--- config.mk ---
export PLATFORM = sky130hd
export DESIGN_NAME = tps_test_point
export DESIGN_NICKNAME = d
export VERILOG_FILES = /design/src/rtl/tps_test_point.v
export VERILOG_INCLUDE_DIRS = /design/src /design/src/rtl
export SDC_FILE = /design/constraint.sdc
export NUM_CORES = 1
export LEC_CHECK = 0
export BUFFER_PORTS_ARGS = -buffer_cell sky130_fd_sc_hd__buf_2
export CAP_MARGIN = 20
export CORE_ASPECT_RATIO = 1.25
export CORE_UTILIZATION = 50
export CTS_BUF_LIST = sky130_fd_sc_hd__clkbuf_8
export DETAILED_ROUTE_END_ITERATION = 7
export GPL_TIMING_DRIVEN = 0
export PLACE_DENSITY_LB_ADDON = 0.2
export SETUP_SLACK_MARGIN = 0.02
export SYNTH_ARGS = -nofsm -noshare
export SYNTH_HDL_FRONTEND = slang
export SYNTH_SLANG_ARGS = --single-unit
--- constraint.sdc ---
create_clock -name clk -period 4.44 [get_ports clk]
set_input_delay 0 -clock clk [delete_from_list [all_inputs] [get_ports clk]]
set_output_delay 0 -clock clk [all_outputs]
set_load 0.1 [all_outputs]
--- src/rtl/tps_defs.vh ---
`ifndef TPS_DEFS_VH
`define TPS_DEFS_VH

// ----------------------------------------------------------------
// Test point strap configuration constants
// ----------------------------------------------------------------

`define TPS_PIN_W          8
`define TPS_STRAP_RST      8'h00
`define TPS_MODE_QUIET     3'h0
`define TPS_MODE_CLKDBG    3'h2

// Output source select codes (4 bits per pin)
`define TPS_SEL_W          4
`define TPS_SEL_HIZ        4'h0
`define TPS_SEL_LOW        4'h1
`define TPS_SEL_HIGH       4'h2
`define TPS_SEL_CLK60      4'h3
`define TPS_SEL_CLK30      4'h4
`define TPS_SEL_CLKVAR     4'h5
`define TPS_SEL_CLK7P5     4'h6

// Debug clock frequencies in kHz, core clock in kHz
`define TPS_CORE_KHZ       250000
`define TPS_CLK60_KHZ      60000
`define TPS_CLK30_KHZ      30000
`define TPS_CLK7P5_KHZ     7500

// Half-period counts in core cycles, rounded down, at least one
`define TPS_HALF_W         8
`define TPS_HALF60   (((`TPS_CORE_KHZ / (2 * `TPS_CLK60_KHZ)) < 1) ? 1 : (`TPS_CORE_KHZ / (2 * `TPS_CLK60_KHZ)))
`define TPS_HALF30   (((`TPS_CORE_KHZ / (2 * `TPS_CLK30_KHZ)) < 1) ? 1 : (`TPS_CORE_KHZ / (2 * `TPS_CLK30_KHZ)))
`define TPS_HALF7P5  (((`TPS_CORE_KHZ / (2 * `TPS_CLK7P5_KHZ)) < 1) ? 1 : (`TPS_CORE_KHZ / (2 * `TPS_CLK7P5_KHZ)))
`define TPS_VAR_RST        8'h05

`endif

--- src/rtl/tps_test_point.v ---
`timescale 1ns/1ps
`include "tps_defs.vh"
// Behaviour
// RULE1: Pins stay inputs, undriven, while system reset is held low.
// RULE2: After reset release the pins switch to output operation.
// RULE3: Capture pin levels at release; hold mode until next reset.
// RULE4: Straps sampled only on reset rising edge; later changes ignored.
// RULE5: Every pin has an internal pulldown so open pins read zero.
// RULE6: Strap code 000 keeps all outputs tri-stated.
// RULE7: Code 010 drives 60 MHz pin 0, 30 MHz pin 1, variable pin 2; the 250 MHz core gives 62.5 and 31.25 MHz instead.
// RULE8: Clock debug mode drives pins 3,5,6 high, 4 low, 7.5 MHz pin 7; pin 7 runs at 7.8125 MHz here.
// RULE9: Software may change each pin's signal selection at any time; writes before the default load are ignored.
// RULE10: Board selects other modes with jumpered pullups on low three pins.
// RULE11: Board leaves upper five pins unconnected with no pullups.
// RULE12: Other strap codes behave like the default tri-state mode.
module tps_test_point (
  // Clock and reset
  input  wire        clk,
  input  wire        nrst,
  // Test point pins
  input  wire [7:0]  test_point_pins_in,
  output reg  [7:0]  test_point_pins_out,
  output reg  [7:0]  test_point_pins_oe,
  output wire [7:0]  test_point_pins_pulldown,
  // Software selection override
  input  wire        sel_wr,
  input  wire [2:0]  sel_pin,
  input  wire [3:0]  sel_code,
  input  wire [7:0]  var_half,
  // Status
  output reg  [7:0]  strap_value,
  output reg         strap_valid
);

  // ----------------------------------------------------------------
  // Strap capture
  // ----------------------------------------------------------------

  // Pulldowns always enabled; weak, so straps still win
  // Enables only; the resistors themselves sit in the pad ring
  assign test_point_pins_pulldown = 8'hFF; // RULE5

  // Pin synchroniser and release tracker state
  reg  [7:0] pin_meta;
  reg  [7:0] pin_sync;
  reg        rel_q1;
  reg        rel_q2;

  // Two-stage sync of pin levels; reset-free so it keeps sampling
  // while nrst is low, giving the level present at release
  always @(posedge clk) begin
    pin_meta <= test_point_pins_in;
    pin_sync <= pin_meta;
  end

  // Release tracker: flags the first edges after nrst rises
  // q1 marks the capture edge, q2 the default load edge after it
  always @(posedge clk or negedge nrst) begin
    if (!nrst) begin
      rel_q1 <= 1'b0;
      rel_q2 <= 1'b0;
    end else begin
      rel_q1 <= 1'b1;
      rel_q2 <= rel_q1;
    end
  end

  // Latch once at the release edge only; pins are still undriven then
  // A strap moving inside the sync window may be caught mid-change
  always @(posedge clk or negedge nrst) begin
    if (!nrst) begin
      strap_value <= `TPS_STRAP_RST;
      strap_valid <= 1'b0;
    end else if (!rel_q1) begin
      strap_value <= pin_sync; // RULE3 RULE4
      strap_valid <= 1'b1;     // RULE4
    end
  end

  // ----------------------------------------------------------------
  // Debug clock generators
  // ----------------------------------------------------------------

  // Divider counters, toggled clock levels and variable limit
  reg  [7:0] cnt60;
  reg  [7:0] cnt30;
  reg  [7:0] cnt7;
  reg  [7:0] cntv;
  reg        clk60;
  reg        clk30;
  reg        clk7;
  reg        clkv;
  reg  [7:0] var_lim;

  // Divider step shared by every debug clock
  function [8:0] div_step;
    input [7:0] cnt;
    input [7:0] half;
    begin
      if (cnt >= half - 8'h01)
        div_step = {1'b1, 8'h00};
      else
        div_step = {1'b0, cnt + 8'h01};
    end
  endfunction

  // Half periods kept 32 bits wide, then cut to the 8-bit divider limit
  localparam [31:0] HALF60_F  = `TPS_HALF60;
  localparam [31:0] HALF30_F  = `TPS_HALF30;
  localparam [31:0] HALF7P5_F = `TPS_HALF7P5;

  // Next count and toggle flag per divider
  wire [8:0] s60 = div_step(cnt60, HALF60_F[7:0]);
  wire [8:0] s30 = div_step(cnt30, HALF30_F[7:0]);
  wire [8:0] s7  = div_step(cnt7, HALF7P5_F[7:0]);
  wire [8:0] sv  = div_step(cntv, var_lim);

  // 250 MHz core cannot give exact 60/30 MHz; the next faster rate is used
  // A variable limit of zero would wrap the compare to 255, so it is forced to one
  always @(posedge clk or negedge nrst) begin
    if (!nrst) begin
      cnt60   <= 8'h00;
      cnt30   <= 8'h00;
      cnt7    <= 8'h00;
      cntv    <= 8'h00;
      clk60   <= 1'b0;
      clk30   <= 1'b0;
      clk7    <= 1'b0;
      clkv    <= 1'b0;
      var_lim <= `TPS_VAR_RST;
    end else begin
      cnt60 <= s60[7:0];
      cnt30 <= s30[7:0];
      cnt7  <= s7[7:0];
      cntv  <= sv[7:0];
      clk60 <= clk60 ^ s60[8];
      clk30 <= clk30 ^ s30[8];
      clk7  <= clk7 ^ s7[8];
      clkv  <= clkv ^ sv[8];
      var_lim <= (var_half == 8'h00) ? 8'h01 : var_half;
    end
  end

  // ----------------------------------------------------------------
  // Output selection
  // ----------------------------------------------------------------

  // Per-pin source selection and its load state
  reg  [3:0] sel [0:7];
  reg        loaded;
  integer    i;
  integer    j;

  // Default per strap mode, applied once after capture
  function [3:0] dflt_sel;
    input [2:0] mode;
    input [2:0] pin;
    begin
      if (mode == `TPS_MODE_CLKDBG) begin
        case (pin)
          3'h0:    dflt_sel = `TPS_SEL_CLK60;  // RULE7
          3'h1:    dflt_sel = `TPS_SEL_CLK30;  // RULE7
          3'h2:    dflt_sel = `TPS_SEL_CLKVAR; // RULE7
          3'h4:    dflt_sel = `TPS_SEL_LOW;    // RULE8
          3'h7:    dflt_sel = `TPS_SEL_CLK7P5; // RULE8
          default: dflt_sel = `TPS_SEL_HIGH;   // RULE8
        endcase
      end else begin
        dflt_sel = `TPS_SEL_HIZ; // RULE6 RULE12
      end
    end
  endfunction

  // Software write wins over the default load only after it is done
  always @(posedge clk or negedge nrst) begin
    if (!nrst) begin
      loaded <= 1'b0;
      for (i = 0; i < 8; i = i + 1)
        sel[i] <= `TPS_SEL_HIZ;
    end else if (rel_q1 && !rel_q2) begin
      loaded <= 1'b1;
      for (i = 0; i < 8; i = i + 1)
        sel[i] <= dflt_sel(strap_value[2:0], i[2:0]);
    end else if (loaded && sel_wr) begin
      sel[sel_pin] <= sel_code; // RULE9
    end
  end

  // Combinational pin level and enable ahead of the output flops
  reg [7:0] next_out;
  reg [7:0] next_oe;

  // Decode selection to pin level and drive enable
  always @* begin
    next_out = 8'h00;
    next_oe  = 8'h00;
    for (j = 0; j < 8; j = j + 1) begin
      next_oe[j] = (sel[j] != `TPS_SEL_HIZ);
      // Undefined codes still drive, at a low level
      case (sel[j])
        `TPS_SEL_HIGH:   next_out[j] = 1'b1;
        `TPS_SEL_CLK60:  next_out[j] = clk60;
        `TPS_SEL_CLK30:  next_out[j] = clk30;
        `TPS_SEL_CLKVAR: next_out[j] = clkv;
        `TPS_SEL_CLK7P5: next_out[j] = clk7;
        default:         next_out[j] = 1'b0;
      endcase
    end
  end

  // Drivers held off until release and selections loaded
  // Registered so every pin changes on the same clock edge
  always @(posedge clk or negedge nrst) begin
    if (!nrst) begin
      test_point_pins_out <= 8'h00;
      test_point_pins_oe  <= 8'h00; // RULE1
    end else begin
      test_point_pins_out <= next_out;
      test_point_pins_oe  <= loaded ? next_oe : 8'h00; // RULE2
    end
  end

endmodule // tps_test_point

# Word-level counts from Yosys, hierarchy flattened
# Cells that the tools add are included.
[word_totals]
mem_count = 0
romBits = 0
mem_bits_rw = 0
latchBits = 0
register_bits = 120
output_inout_bits = 33
[op_classes]
mux = 25
n_reduce_logical = 14
n_mul = 0
shift = 0
div_mod_pow = 0
order_cmp = 6
n_eq_ne = 41
addsub = 5
bitwise_logic = 5
[ops]
columns = ["op", "count"]
rows = [
  ["$eq 4x3->1 const B", 24],
  ["$eq 4x2->1 const B", 16],
  ["$mux 32", 2],
  ["$pmux 1 s5", 8],
  ["$mux 9", 4],
  ["$add 8x1->8 const B", 4],
  ["$bwmux 32", 1],
  ["$reduce_bool 4->1", 8],
  ["$mux 8", 2],
  ["$demux 4 s3", 1],
  ["$mux 3", 3],
  ["$ge 8x1->1 const B", 1],
  ["$ge 8x2->1 const B", 1],
  ["$ge 8x4->1 const B", 1],
  ["$ge 8x8->1", 1],
  ["$logic_not 8->1", 1],
  ["$sub 8x1->8 const B", 1],
  ["$ge 4x4->1 const B", 1],
  ["$lt 4x1->1 const B", 1],
  ["$mux 2", 2],
  ["$mux 4", 1],
  ["$not 3->4", 1],
  ["$xor 1x1->1", 4],
  ["$eq 3x2->1 const B", 1],
  ["4 further kinds", 6],
]

# Depth between registers and ports, before layout
# Gate-level depths: netlist of run 1.
[depth]
ltp_word = 8
depth_mapped = 10
mapped_depth_nobuf = 10

# Worst setup path after synthesis of run 1
# Ideal clock, no wire load.
[synth_timing]
kind = "reg-to-reg"
start = "register var_lim[0]"
end = "register clkv"
arrival_time_ps = 2017
path_buffers = 0
slack_ps = 2274
stages_incl_launch_ff = 10
cell_sequence = "dfstp_2 > inv_1 > ha_1 > nand2_1 > nor3_1 > xnor2_1 > ha_1 > nand2_1 > o41ai_4 > xor2_1"
[synth_via]
elab_chain_len = 4
[synth_rtl]
columns = ["item", "line", "source"]
rows = [
  ["start: declaration", "tps_test_point.v:93", "reg [7:0] var_lim;"],
  ["start signal: assignment", "tps_test_point.v:130", "var_lim <= `TPS_VAR_RST;"],
  ["start signal: assignment", "tps_test_point.v:140", "var_lim <= (var_half == 8'h00) ? 8'h01 : var_half;"],
  ["$sub 8x1->8", "tps_test_point.v:100", "if (cnt >= half - 8'h01)"],
  ["$ge 8x8->1", "tps_test_point.v:100", ""],
  ["$mux 9", "tps_test_point.v:100", ""],
  ["$xor 1x1->1", "tps_test_point.v:139", "clkv <= clkv ^ sv[8];"],
  ["end signal: assignment", "tps_test_point.v:139", ""],
  ["end: declaration", "tps_test_point.v:92", "reg clkv;"],
]
# Every way passes these cells.
# A chain may end at the register's enable or synchronous reset.

# Worst setup path in the final report of run 1
# Same ends and word-level chain as after synthesis.

==> out/metrics.cfg, run 1 <==
[routing]
drc_errors = 0
dr.pass1.iters = 4
dr.first_iter.drc_count = 163
ant_nets = 0
wl_per_cell_um = 14.3
viasPerCell = 5.07
wirelength_um = 9480
vias = 3354

[synth]
ys_ff_latch = 120
async_flop_share_pct = 86.7
yosys.cell_count.top_type = dfrtp_1
ys_types = 46
synthCells = 412
synth_edf_count = 0
synth_ff_type = dfrtp_1
synth.largest_area_cell = dfrtp_1
syn_area_um2 = 5030
yosysWarnings = 0
yosysSeqAreaShare_pct = 58.2
synthTopCellsByArea = dfrtp_1 51%, dfxtp_1 6.4%, mux2i_1 5.8%
synth_top_area_share_pct = 50.8
synthTopCellsByCount = 102 x dfrtp_1, 46 x nor2_1, 29 x mux2i_1, 24 x nand2_1, 16 x dfxtp_1
synth_area_per_cell_um2 = 12.2

[setup_path]
critPathKind = reg -> reg
worstPathArrival_ns = 2.70
crit_path_end_kind = flop
critPathLaunchType = flop
cp_max_fo = 9
cp.required_ns = 4.72

[floorplan]
die_y_um = 114
start_util_pct = 51.8
core_um2 = 9710
die_w_um = 91.7
die_area_um2 = 10500
io_pins = 59
std_cell_rows = 40

[cells_and_area]
area_delta_synth_final_pct = 21.6
drive_gt1_share_pct = 22.8
nNetsFinal = 563
num_antenna_cells = 0

[clocking]
cts_root_buf = clkbuf_8
path_clk_slew_ns = 0.07
cts_setup_buffers = 0
cts_resized = 0
cts_tree = built
htree_levels = 4
cts.sinks = 120
clock_latency_ns = 0.43
numCtsBuffers = 17
clockBufferDepth = 2

[sta]
finClkSkew_ns = 0.00773
setup_viol = 0
fin_crit_ns = 2.42
tightest_slew_ns = 0.642
setup_tns_ns = 0
maxSlewHeadroom_pct = 57.0
rsz0062_at_grt = no
finalCritPeriodShare_pct = 54.5
fmax_mhz = 413
whs_ns = 0.0284
hold_violations = 0
slew_violations = 0

[power]
ir_worst_vdd_v = 0.000295
p_sw_share_pct = 37.5
p_per_area_nw_per_um2 = 507
pwr-share-clk_pct = 29.3
p_leak_nw = 2.82
p_comb_share_pct = 28.4
internal-power_mw = 1.94
switchingPower_mw = 1.16
power_frac_seq_pct = 42.4

[global_routing]
grt_pass1_wl_um = 16000
overflow = 0
grt_max_degree = 67
grt_pass1_vias = 3351
antenna_found_initial = 0
gr-usage-all-layers_pct = 20.3

[placement]
place.gp.congestion = 0.758
dp_hpwl_um = 6180
port-buffer-count = 48

[job]
cap_violations = 0

[min_path]
hp-class = in -> reg

[status]
status = completed

==> metal layers <==
layer  GRT usage [%]  wire, µm
met5               0         0
met4            9.79       167
met1            24.4      4040
met2            33.6      4850
met3            6.04       427
==> stage by stage <==
stage / total power, mW / utilization, % / cells / setup slack, ns / cell area, µm²
finish: 3.10 / 63.0 / 661 / 2.02 / 6110
global route: 3.26 / 63.0 / 661 / 1.88 / 6110
CTS: 3.13 / 63.0 / 661 / 1.97 / 6110
detailed placement: 2.20 / 57.0 / 609 / 2.01 / 5540
global placement: 2.18 / 56.7 / 608 / 2.05 / 5510
floorplan: 2.01 / - / 434 / 2.27 / 5110
==> power groups by stage <==
stage	sequential [mW]	combinational (mW)	clock [mW]
floorplan	1.61	0.392	0
global placement	1.33	0.849	0
detailed placement	1.33	0.870	0
CTS	1.31	0.886	0.932
global route	1.33	0.945	0.984
finish	1.31	0.880	0.908
==> cells in the final DEF, fill, tap and decap left out, types with 5 or more instances in the layout <==
master	instances
mux2_2	8
o41a_1	8
xnor2_1	11
nand3b_1	7
conb_1	24
dlygate4sd3_1	20
dfrtp_1	102
clkbuf_8	18
ha_1	15
nand2_1	24
xor2_1	8
nand2b_1	13
buf_2	50
o22ai_1	8
a21oi_1	14
inv_1	14
a211oi_1	5
nor2_1	46
buf_6	5
mux2i_1	29
buf_4	10
dfxtp_1	16
clkbuf_1	13
nor3_1	10
==> critical path, cell delays in order, from the launching register on <==
cell and delay, ns:
dfstp_2 0.54, inv_1 0.07, ha_1 0.22, nand2_1 0.11
nor3_1 0.07, xnor2_1 0.12, ha_1 0.27, nand2_1 0.10
o41ai_4 0.63, xor2_1 0.13
==> repair_timing <==
item | 4_1_cts | 5_1_grt
endpoints found under the setup margin | 0 | 0
endpoints found under the hold margin | 76 | 0
hold buffers | 20 | 0
==> cell type report <==
| class | count | area, µm² |
|---|---|---|
| Buffer | 30 | 188 |
| Multi-Input combinational cell | 271 | 1950 |
| Timing Repair Buffer | 69 | 470 |
| Fill cell | 802 | 3600 |
| Clock inverter | 14 | 126 |
| Inverter | 13 | 51.3 |
| Sequential cell | 120 | 2930 |
| Tap cell | 126 | 158 |
| Clock buffer | 18 | 248 |
==> sequential cells by signal, indices dropped and copies added, names as in the netlist <==
name	count
var_lim	8
cnt7	8
pin_sync	8
pin_meta	8
clk60	1
sel	32
clk30	1
strap_value	8
test_point_pins_out	8
clkv	1
cnt30	8
rel_q1	1
clk7	1
cntv	8
loaded	1
strap_valid	1
cnt60	8
rel_q2	1
test_point_pins_oe	8
==> cells by family (layout without fill, tap and decap cells) <==
logic type,after synthesis,in the layout,synth area share [%]
XOR/XNOR,19,19,3.31
adder cells (fa/ha/maj),15,15,3.73
multiplexers,37,37,7.56
buffers and inverters,43,144,4.75
other,2,24,0.149
AO/OA/AOI/OAI,54,54,9.90
flip-flops,120,120,58.2
AND/OR/NAND/NOR,122,122,12.4
==> path summary, 6_finish.rpt <==
kind | start | to | slack [ns] | cells after the start
max in group asynchronous | nrst | var_lim[0]$_DFF_PN1_ | 3.62 | 3
worst min-delay path | sel_pin[1] | sel[12]$_DFFE_PN0P_ | 0.03 | 4
worst min register to register | pin_meta[4]$_DFF_P_ | pin_sync[4]$_DFF_P_ | 0.33 | 0
worst max-delay path | var_lim[0]$_DFF_PN1_ | clkv$_DFF_PN0_ | 2.02 | 9
worst max register to register | var_lim[0]$_DFF_PN1_ | clkv$_DFF_PN0_ | 2.02 | 9
min in group asynchronous | nrst | sel[14]$_DFFE_PN0P_ | 0.08 | 2
Power figures use the tool's default switching activity.
==> run 2, diff against run 1 <==
==> constraint.sdc (replaced) <==
create_clock -name clk -period 2 [get_ports clk]
set_input_delay 0 -clock clk [delete_from_list [all_inputs] [get_ports clk]]
set_output_delay 0 -clock clk [all_outputs]
set_load 0.1 [all_outputs]
==> run 2 against run 1 <==
  * The run now ends with setup timing left
  * Utilization rose by 0.92 points
  * Cell area increased by 1.5%
  * Flip-flop and latch count did not move
  * Setup slack lost 2.2 ns
  * Maximum frequency up 12%
  * Combinational power increased by 130%
  * Clock skew down 0.0013 ns
  * Non-clock buffer count rose by 5
  * Hold slack worse by 0.0030 ns
  * Die area is the same
==> out/metrics.cfg, run 2 (synthesized netlist as in run 1, its figures left out) <==
[cells_and_area]
drive_gt1_share_pct = 26.3  ; +3.5 points
num_antenna_cells = 0  ; unchanged
fillers = 805  ; +0.37%
final_common_cell = dfrtp_1
top_register = sel
fin_util_pct = 63.9  ; +0.92 points
area_delta_synth_final_pct = 23.3
nNetsFinal = 568  ; +0.89%
most-common-layout-cells = 102 x dfrtp_1, 50 x buf_2, 41 x nor2_1, 29 x mux2i_1, 24 x conb_1
largest_reg_flops = 32  ; unchanged

[status]
status = finished with violations
violations = setup timing

[routing]
vias = 3346  ; -0.24%
viasPerCell = 5.02  ; -0.99%
dr.pass1.iters = 4  ; unchanged
dr.first_iter.drc_count = 189  ; +16%
wirelength_um = 9580  ; +1.0%
wl_per_cell_um = 14.4  ; +0.26%
drc_errors = 0  ; unchanged
ant_nets = 0  ; unchanged

[sta]
slew_violations = 0  ; unchanged
hold_violations = 0  ; unchanged
rsz0062_at_grt = yes
setup_tns_ns = -1.23  ; -1.23 ns
setup_slack_ns = -0.161  ; -2.18 ns
setup_viol = 9  ; +9
finalCritPeriodShare_pct = 108  ; +54 points
fmax_mhz = 463  ; +12%
tightest_slew_ns = 0.752  ; +0.110 ns
finClkSkew_ns = 0.00643  ; -0.00129 ns
fin_crit_ns = 2.16  ; -0.260 ns
maxSlewHeadroom_pct = 49.9  ; -7.1 points

[clocking]
numCtsBuffers = 17  ; unchanged
cts.sinks = 120  ; unchanged
clock_latency_ns = 0.43  ; about the same
htree_levels = 4  ; unchanged
path_clk_slew_ns = 0.08  ; about the same
cts_tree = built
cts_root_buf = clkbuf_8
clockBufferDepth = 2  ; unchanged

[global_routing]
use_met3_pct = 5.11  ; -0.93 points
grt_use_met1_pct = 22.9  ; -1.5 points
overflow = 0  ; unchanged
top_usage_layer = met2
antenna_found_initial = 0  ; unchanged
use_met2_pct = 35.0  ; +1.5 points
grt_pass1_wl_um = 15900  ; -0.86%
grt_max_degree = 59  ; -12%
grt_pass1_vias = 3401  ; +1.5%
gr-usage-all-layers_pct = 20.0  ; -0.27 points

[placement]
place.gp.congestion = 0.807  ; +6.4%
port-buffer-count = 48  ; unchanged
dp_hpwl_um = 6110  ; -1.0%

[floorplan]
core_um2 = 9710  ; unchanged
io_pins = 59  ; unchanged
die_y_um = 114  ; unchanged
std_cell_rows = 40  ; unchanged
start_util_pct = 51.8  ; unchanged
die_area_um2 = 10500  ; unchanged
die_w_um = 91.7  ; unchanged

[setup_path]
cp_cell_sequence = inv_4, ha_4, xnor2_2, ha_2, o21a_1, nor2_2, o41ai_4, buf_4, xor2_1
cp.required_ns = 2.36  ; -2.36 ns
cp_max_fo = 3  ; -6
cpPeakStageDelay_ns = 0.56  ; -0.07 ns
path_buf_inv = 2  ; +1
worstPathArrival_ns = 2.52  ; -0.18 ns
critPathLaunchType = flop
slowest_stage = dfstp_2
crit_path_end_kind = flop
critPathKind = reg -> reg
cp_top_family = flip-flops

[job]
cap_violations = 0  ; unchanged

[power]
ir_worst_vdd_v = 0.000667  ; +130%
p_total_mw = 6.91  ; +120%
p_leak_nw = 2.85  ; +1.2%
p_per_area_nw_per_um2 = 1110  ; +120%

[min_path]
hp-class = in -> reg

-- run 2: changes by cell type in the layout (fill, tap and decap cells not counted), moves of 2 or more --
cell and delta:
nor2_1 -5, buf_4 +5, nor2_2 +5, ha_1 -2, clkinvlp_4 -2, clkinv_4 -2
inv_1 -2, inv_6 +3, inv_4 +4, nand2_1 -2
-- run 2: worst paths after layout --
kind / start / slack [ns] / depth (start not counted) / endpoint
worst max-delay path: var_lim[0]$_DFF_PN1_ / -0.16 / 9 / clkv$_DFF_PN0_
worst min-delay path: sel_pin[1] / 0.03 / 4 / sel[12]$_DFFE_PN0P_
worst max register to register: var_lim[0]$_DFF_PN1_ / -0.16 / 9 / clkv$_DFF_PN0_
worst min register to register: pin_meta[1]$_DFF_P_ / 0.33 / 0 / pin_sync[1]$_DFF_P_
max in group asynchronous: nrst / 1.10 / 3 / var_lim[0]$_DFF_PN1_
min in group asynchronous: nrst / 0.18 / 2 / test_point_pins_oe[1]$_DFF_PN0_
-- run 2: final cells by class --
type | count | area [µm²] | area share (%)
multi-input cells | 271 | 2020 | 32.6
repair buffers | 74 | 508 | 8.19
plain buffers | 30 | 188 | 3.03
clock inverters | 15 | 116 | 1.88
flip-flops and latches | 120 | 2930 | 47.2
well taps | 126 | 158 | 2.54
inverters | 13 | 53.8 | 0.867
clock buffers | 17 | 234 | 3.77
-- run 2: where the power goes --
part | switching [mW] | internal [mW]
Sequential | 0.202 | 2.72
Clock | 1.05 | 0.883
Combinational | 1.43 | 0.630
-- run 2: repair_timing --
action	in CTS	in global routing
endpoints found under the hold margin	82	0
pin swaps	11	2
hold buffers	20	0
cloned	0	0
resized for setup	9	7
setup endpoints to repair	9	9
setup buffers	4	1
-- run 2: worst register-to-register path, cell delays in order (launching register included) --
cell	delay [ns]
dfstp_2	0.56
inv_4	0.05
ha_4	0.17
xnor2_2	0.13
ha_2	0.31
o21a_1	0.12
nor2_2	0.05
o41ai_4	0.38
buf_4	0.19
xor2_1	0.13
-- run 2: through the flow --
step	worst slack [ns]	instances	cell area [µm²]	hold slack [ns]
after global routing	-0.250	666	6200	0.0534
after CTS	-0.131	665	6170	0.0123
after detailed placement	-0.248	609	5540	0.104
after floorplan	-0.0213	434	5110	-0.296
after global placement	-0.206	608	5510	0.102
final	-0.161	666	6200	0.0255
-- run 2: metal layers --
metal | up-vias | share of wire [%]
met5 | - | 0
met4 | 0 | 2.7
met3 | 27 | 4.0
met2 | 80 | 52
met1 | 1615 | 42
li1 | 1624 | -
